[src/logic/rsh_regs.vh]
// constants for the remote serial handshake port
`ifndef RSH_REGS_VH
`define RSH_REGS_VH
`define RSH_CLK_HZ 32'h017D7840
`define RSH_BAUD_MIN 17'h02580
`define RSH_BAUD_MAX 17'h1C200
`define RSH_DATA_BITS 8
`define RSH_STOP_BITS 1
`define RSH_ANNOUNCE 8'hAA
`define RSH_GO_AHEAD 8'hCC
`define RSH_TERMINATOR 8'h0A
`define RSH_OVS 16
`define RSH_OVS_HALF 4'h7
`define RSH_OVS_LAST 4'hF
`define RSH_BIT_LAST 3'h7
`endif

[src/logic/rsh_baud_gen.v]
// oversampling enable generator, OVS ticks per bit
`timescale 1ns/1ns
`include "rsh_regs.vh"
module rsh_baud_gen #(
    parameter CLK_HZ = `RSH_CLK_HZ,
    parameter OVS = `RSH_OVS
) (
    // clock and reset
    input wire clk,
    input wire nrst,
    // rate select, baud value in bits per second
    input wire [16:0] baud,
    // one-cycle enable at OVS times the bit rate
    output reg tick
);
    reg [15:0] cnt;
    wire [31:0] div_full;
    wire [15:0] div;
    // recomputed combinationally; the divide is constant-heavy but one-shot per setting
    assign div_full = CLK_HZ / ({15'h0000, baud} * OVS);
    assign div = (div_full[15:0] == 16'h0000) ? 16'h0001 : div_full[15:0];
    always @(posedge clk)
    begin
        if (!nrst)
        begin
            cnt <= 16'h0000;
            tick <= 1'b0;
        end
        else if (cnt >= div - 16'h0001)
        begin
            cnt <= 16'h0000;
            tick <= 1'b1;
        end
        else
        begin
            cnt <= cnt + 16'h0001;
            tick <= 1'b0;
        end
    end
endmodule // rsh_baud_gen

[src/logic/rsh_port.v]
// remote serial handshake port: uart with announce/go-ahead command gating
// How it works
// - separate tx and rx lines, asynchronous characters, no link clock
// - baud selectable 9600 to 115200, host must match
// - frames carry 8 data bits, no parity, one stop bit
// - on announce while able to accept, send go-ahead byte
// - line feed byte ends the command
// - response bytes are sent straight away, no handshake
`timescale 1ns/1ns
`include "rsh_regs.vh"
module rsh_port #(
    parameter CLK_HZ = `RSH_CLK_HZ,
    parameter BAUD_DEFAULT = `RSH_BAUD_MIN
) (
    // clock and reset
    input wire clk,
    input wire nrst,
    // serial link
    input wire rxd,
    output reg txd,
    // configuration
    input wire [16:0] baud_sel,
    input wire cmd_ready,
    // received command characters
    output reg [7:0] cmd_data,
    output reg cmd_valid,
    output reg cmd_end,
    output reg hs_busy,
    output reg frame_err,
    // response characters
    input wire [7:0] rsp_data,
    input wire rsp_valid,
    output reg rsp_ready
);
    localparam ST_IDLE = 2'h0;
    localparam ST_START = 2'h1;
    localparam ST_DATA = 2'h2;
    localparam ST_STOP = 2'h3;
    localparam HS_WAIT = 1'b0;
    localparam HS_CMD = 1'b1;

    wire tick;
    wire [16:0] baud_clip;
    // out-of-range rates are pulled into the supported span
    assign baud_clip = (baud_sel < `RSH_BAUD_MIN) ? BAUD_DEFAULT[16:0] :
                       (baud_sel > `RSH_BAUD_MAX) ? `RSH_BAUD_MAX : baud_sel;

    rsh_baud_gen #(.CLK_HZ(CLK_HZ), .OVS(`RSH_OVS)) u_baud (
        .clk(clk),
        .nrst(nrst),
        .baud(baud_clip),
        .tick(tick)
    );

    // receiver, oversampled, sampling mid-bit
    reg [1:0] rx_st;
    reg [3:0] rx_ph;
    reg [2:0] rx_bit;
    reg [7:0] rx_sh;
    reg rx_done;
    reg [7:0] rx_byte;
    always @(posedge clk)
    begin
        rx_done <= 1'b0;
        if (!nrst)
        begin
            rx_st <= ST_IDLE;
            rx_ph <= 4'h0;
            rx_bit <= 3'h0;
            rx_sh <= 8'h00;
            rx_byte <= 8'h00;
            frame_err <= 1'b0;
        end
        else if (tick)
        begin
            case (rx_st)
                ST_IDLE:
                begin
                    rx_ph <= 4'h0;
                    if (!rxd)
                        rx_st <= ST_START;
                end
                ST_START:
                begin
                    rx_ph <= rx_ph + 4'h1;
                    if (rx_ph == `RSH_OVS_HALF)
                    begin
                        rx_ph <= 4'h0;
                        rx_bit <= 3'h0;
                        rx_st <= rxd ? ST_IDLE : ST_DATA;
                    end
                end
                ST_DATA:
                begin
                    rx_ph <= rx_ph + 4'h1;
                    if (rx_ph == `RSH_OVS_LAST)
                    begin
                        rx_sh <= {rxd, rx_sh[7:1]};
                        rx_bit <= rx_bit + 3'h1;
                        if (rx_bit == `RSH_BIT_LAST)
                            rx_st <= ST_STOP;
                    end
                end
                ST_STOP:
                begin
                    rx_ph <= rx_ph + 4'h1;
                    if (rx_ph == `RSH_OVS_LAST)
                    begin
                        rx_st <= ST_IDLE;
                        frame_err <= !rxd;
                        if (rxd)
                        begin
                            rx_done <= 1'b1;
                            rx_byte <= rx_sh;
                        end
                    end
                end
                default: rx_st <= ST_IDLE;
            endcase
        end
    end

    // handshake: only announce is honoured until go-ahead is queued
    reg hs_st;
    reg go_pend;
    reg go_sent;
    always @(posedge clk)
    begin
        cmd_valid <= 1'b0;
        cmd_end <= 1'b0;
        if (!nrst)
        begin
            hs_st <= HS_WAIT;
            go_pend <= 1'b0;
            cmd_data <= 8'h00;
            hs_busy <= 1'b0;
        end
        else
        begin
            if (go_sent)
                go_pend <= 1'b0;
            if (rx_done)
            begin
                case (hs_st)
                    HS_WAIT:
                    begin
                        // stray bytes before announce are dropped, host must wait
                        if (rx_byte == `RSH_ANNOUNCE && cmd_ready)
                        begin
                            go_pend <= 1'b1;
                            hs_st <= HS_CMD;
                        end
                    end
                    HS_CMD:
                    begin
                        cmd_data <= rx_byte;
                        cmd_valid <= 1'b1;
                        if (rx_byte == `RSH_TERMINATOR)
                        begin
                            cmd_end <= 1'b1;
                            hs_st <= HS_WAIT;
                        end
                    end
                    default: hs_st <= HS_WAIT;
                endcase
            end
            hs_busy <= (hs_st == HS_CMD);
        end
    end

    // transmitter; go-ahead takes priority over response data
    reg [1:0] tx_st;
    reg [3:0] tx_ph;
    reg [2:0] tx_bit;
    reg [7:0] tx_sh;
    always @(posedge clk)
    begin
        go_sent <= 1'b0;
        rsp_ready <= 1'b0;
        if (!nrst)
        begin
            tx_st <= ST_IDLE;
            tx_ph <= 4'h0;
            tx_bit <= 3'h0;
            tx_sh <= 8'h00;
            txd <= 1'b1;
        end
        else
        begin
            case (tx_st)
                ST_IDLE:
                begin
                    txd <= 1'b1;
                    tx_ph <= 4'h0;
                    if (go_pend && !go_sent)
                    begin
                        tx_sh <= `RSH_GO_AHEAD;
                        go_sent <= 1'b1;
                        tx_st <= ST_START;
                    end
                    else if (rsp_valid && !rsp_ready)
                    begin
                        // no handshake toward the host
                        tx_sh <= rsp_data;
                        rsp_ready <= 1'b1;
                        tx_st <= ST_START;
                    end
                end
                ST_START:
                begin
                    txd <= 1'b0;
                    if (tick)
                    begin
                        tx_ph <= tx_ph + 4'h1;
                        if (tx_ph == `RSH_OVS_LAST)
                        begin
                            tx_bit <= 3'h0;
                            tx_st <= ST_DATA;
                        end
                    end
                end
                ST_DATA:
                begin
                    txd <= tx_sh[0];
                    if (tick)
                    begin
                        tx_ph <= tx_ph + 4'h1;
                        if (tx_ph == `RSH_OVS_LAST)
                        begin
                            tx_sh <= {1'b0, tx_sh[7:1]};
                            tx_bit <= tx_bit + 3'h1;
                            if (tx_bit == `RSH_BIT_LAST)
                                tx_st <= ST_STOP;
                        end
                    end
                end
                ST_STOP:
                begin
                    txd <= 1'b1;
                    if (tick)
                    begin
                        tx_ph <= tx_ph + 4'h1;
                        if (tx_ph == `RSH_OVS_LAST)
                            tx_st <= ST_IDLE;
                    end
                end
                default: tx_st <= ST_IDLE;
            endcase
        end
    end
endmodule // rsh_port

[config.mk]
export PLATFORM = sky130hd
export DESIGN_NAME = rsh_port
export DESIGN_NICKNAME = d
export VERILOG_FILES = /design/src/logic/rsh_baud_gen.v /design/src/logic/rsh_port.v
export VERILOG_INCLUDE_DIRS = /design/src /design/src/logic
export SDC_FILE = /design/constraint.sdc
export NUM_CORES = 1
export LEC_CHECK = 0
export ABC_AREA = 1
export BUFFER_PORTS_ARGS = -buffer_cell sky130_fd_sc_hd__buf_2
export CORE_ASPECT_RATIO = 1.2
export CORE_MARGIN = 4
export CORE_UTILIZATION = 55
export CTS_CLUSTER_DIAMETER = 120
export DETAILED_ROUTE_END_ITERATION = 12
export PLACE_DENSITY_LB_ADDON = 0.3
export SLEW_MARGIN = 20
export SYNTH_ARGS = -nofsm -noshare
export SYNTH_HDL_FRONTEND = slang
export SYNTH_SLANG_ARGS = --single-unit
[constraint.sdc]
create_clock -name clk -period 44.8 [get_ports clk]
set_input_delay 0 -clock clk [delete_from_list [all_inputs] [get_ports clk]]
set_output_delay 0 -clock clk [all_outputs]
set_load 0.005 [all_outputs]
==> results.txt <==
DIE HEIGHT: 207.1 microns
IO Port Bufs: 43
Yosys reg bits: 77
Cells after synthesis: 3017
Max Cap Viol: 0
Starting density of the core: 56.00%
Arrival time at the worst endpoint: 40.47 ns
Pre-CTS setup slack: 1.880 ns
Setup violators final: 0
RePlAce Congestion: 0.9576
Hold Crit Class: in -> reg
Worst Skew: 0.009019 ns
IO Count: 44
H-Tree Depth: 3
First-pass GRT wire length: 85360 microns
Dpl hpwl: 41400 microns
Drt wl/cell: 15.06 microns
Distinct cells, synth: 65
Antenna violations before repair: 0
Post-synthesis sequential area ratio: 8.488%
Pre-Repair DR Iteration Count: 5
Req. time, crit path: 45.04 ns
Slew HR: 48.70%
Final #Nets: 3344
Most frequent cells in the layout: 771 x nand2_1, 368 x inv_1, 263 x a21oi_1
CP Capture Type: flip-flop
Routed Antenna Nets: 0
CTS Buf Count: 9
Post-CTS Setup Bufs: 0
Clock Path Buffers: 2
Commonest non-fill, non-tap cell in the layout: nand2_1
Crit path time final: 40.23 ns
GRT met3 Usage: 1.969%
CP startpoint kind: primary input
Final hold viol count: 0
Drt drc: 0
DR vias: 19838
Routed wire length: 52190 microns
Die area: 0.03600 sq mm
Crit path kind: in -> reg
Clk_lat worst skew: 0.33 ns
Share of layout cells above drive strength 1: 6.900%
Final worst setup slack: 4.575 ns
Worst-margin pin slew: 0.7631 ns
GR Util met1: 31.68%
Most frequent CP cell: nand2_1
Slew Limit Fails: 0
Syn avg cell area: 6.019 sq um
GRT Max-Usage Layer: met2
Row count: 72
Met2 GRT Util: 50.98%
Clock Sinks: 77
Worst Path Max Fanout: 30
Initial DRC count: 1317
Post-synth top area share: 17.98%
FFs w/ async S/R, synth: 0%
Area Growth Syn to Fin: 6.132%
Aggregate global routing overflow: 0
Post-synth top area cell: ha_1
Die W: 173.9 microns
Vias per cell: 5.725
Synth top area cells: ha_1 18%, nand2_1 16%, dfxtp_1 8.5%
Reg clk slew, reported paths: 0.06 ns
Total GRT Usage: 27.35%
Post-Syn Area: 0.01816 sq mm
Core footprint: 0.03243 sq mm
Ys Warns: 0
Root buffer cell: clkbuf_16
Vias in the first global route: 18818
Ys flop type: dfxtp_1
Max Freq: 24.86 MHz
TritonCTS clock tree: done
Largest net degree at the start of global routing: 36
Antenna diode count: 0
Crit-path slowest cell: ha_1
CP peak stage delay: 0.40 ns
Number of flops mapped to enable cells by yosys: 0
Status: complete, no violations
Fin crit share: 89.79%
==> state kept, by name, summed over array words and instances (netlist names), named ones only <==
signal and flops:
u_baud.cnt 16, cmd_data 8, rx_byte 8, rx_sh 8, tx_sh 8, rx_ph 4, tx_ph 4, rx_bit 3
tx_bit 3, tx_st 2, cmd_end 1, cmd_valid 1, frame_err 1, go_pend 1, go_sent 1, hs_busy 1
hs_st 1, rsp_ready 1, rx_done 1, rx_st 1, txd 1, u_baud.tick 1
==> per-stage QoR <==
stage	hold slack [ns]	area, sq um	TNS [ns]	util [%]	std cells
finish	0.01379	19270	0	59.43	3465
global route	0.05594	19270	-0.01700	59.43	3465
CTS	0.007338	19140	0	59.00	3458
detailed placement	0.2998	18780	0	57.90	3437
global placement	0.2912	18780	0	57.90	3437
floorplan	0.1549	18210	0	-	3029
==> layout make-up <==
| cell class | instances | area, sq um |
|---|---|---|
| multi-input cells | 2506 | 15000 |
| well taps | 407 | 509.2 |
| clock buffers | 10 | 239.0 |
| inverters | 388 | 1485 |
| clock inverters | 6 | 70.07 |
| repair buffers | 66 | 400.4 |
| repair inverters | 5 | 32.53 |
| flip-flops and latches | 77 | 1541 |
| fillers | 3230 | 13160 |
==> cell usage after synthesis (3+ instances only) <==
master / instances
a211oi_1: 11
a21o_1: 9
a21oi_1: 268
a221oi_1: 4
a31oi_1: 13
buf_1: 3
buf_2: 8
buf_4: 6
buf_6: 6
clkbuf_1: 37
dfxtp_1: 77
ha_1: 261
inv_1: 373
inv_2: 12
nand2_1: 773
nand2_2: 24
nand2_4: 5
nand3_1: 196
nand3_2: 8
nand3_4: 7
nand3b_1: 8
nand4_1: 48
nor2_1: 175
nor2_2: 10
nor2_4: 12
nor3_1: 34
nor3b_1: 12
nor4_1: 13
o2111ai_1: 4
o211ai_1: 5
o21a_1: 10
o21ai_0: 261
o21ai_1: 14
o21ai_2: 6
o21bai_1: 40
o22ai_1: 7
o31ai_1: 9
or2_2: 12
xnor2_1: 92
xor2_1: 111
==> logic make-up (layout without fill, tap and decap cells) <==
logic type	count (synthesis)	in the layout	share of synthesized area, %
and+or+nand+nor	1345	1346	33.10
xor gates and xnor gates	203	203	9.791
DFF	77	77	8.488
buffers and inverters	448	475	9.694
adders and majority gates	261	261	17.98
AOI/OAI and AO/OA	681	682	20.90
other	2	14	0.04135
==> path summary, 6_finish.rpt <==
path	depth (start not counted)	slack, ns	to	start
setup / recovery	260	4.57	u_baud.cnt[3]	baud_sel[15]
hold / removal	3	0.01	rx_sh[7]	rxd
setup reg to reg	17	41.29	u_baud.cnt[3]	u_baud.cnt[0]
hold reg to reg	2	0.46	tx_sh[7]	tx_sh[7]
==> per-layer routing <==
| metal | part of all wire (%) | vias to the layer above |
|---|---|---|
| li1 | - | 10197 |
| met1 | 42 | 8987 |
| met2 | 49 | 497 |
| met3 | 3.6 | 157 |
| met4 | 5.0 | 0 |
| met5 | 0 | - |
==> what timing repair did <==
item,CTS,global route
endpoints found under the setup margin,0,17
hold endpoints to repair,5,0
resized for setup,0,31
hold buffers,5,0
==> worst max-delay path: cells and delay by family <==
kind,cells,cell delay (ns)
AO/OA/AOI/OAI,86,15.08
adder cells (fa/ha/maj),17,5.49
buffers and inverters,27,4.19
AND/OR/NAND/NOR,130,15.56
Power is left out: the tool's default activity adds up to more than one toggle a clock period on the data nets, which glitch-free logic cannot reach.
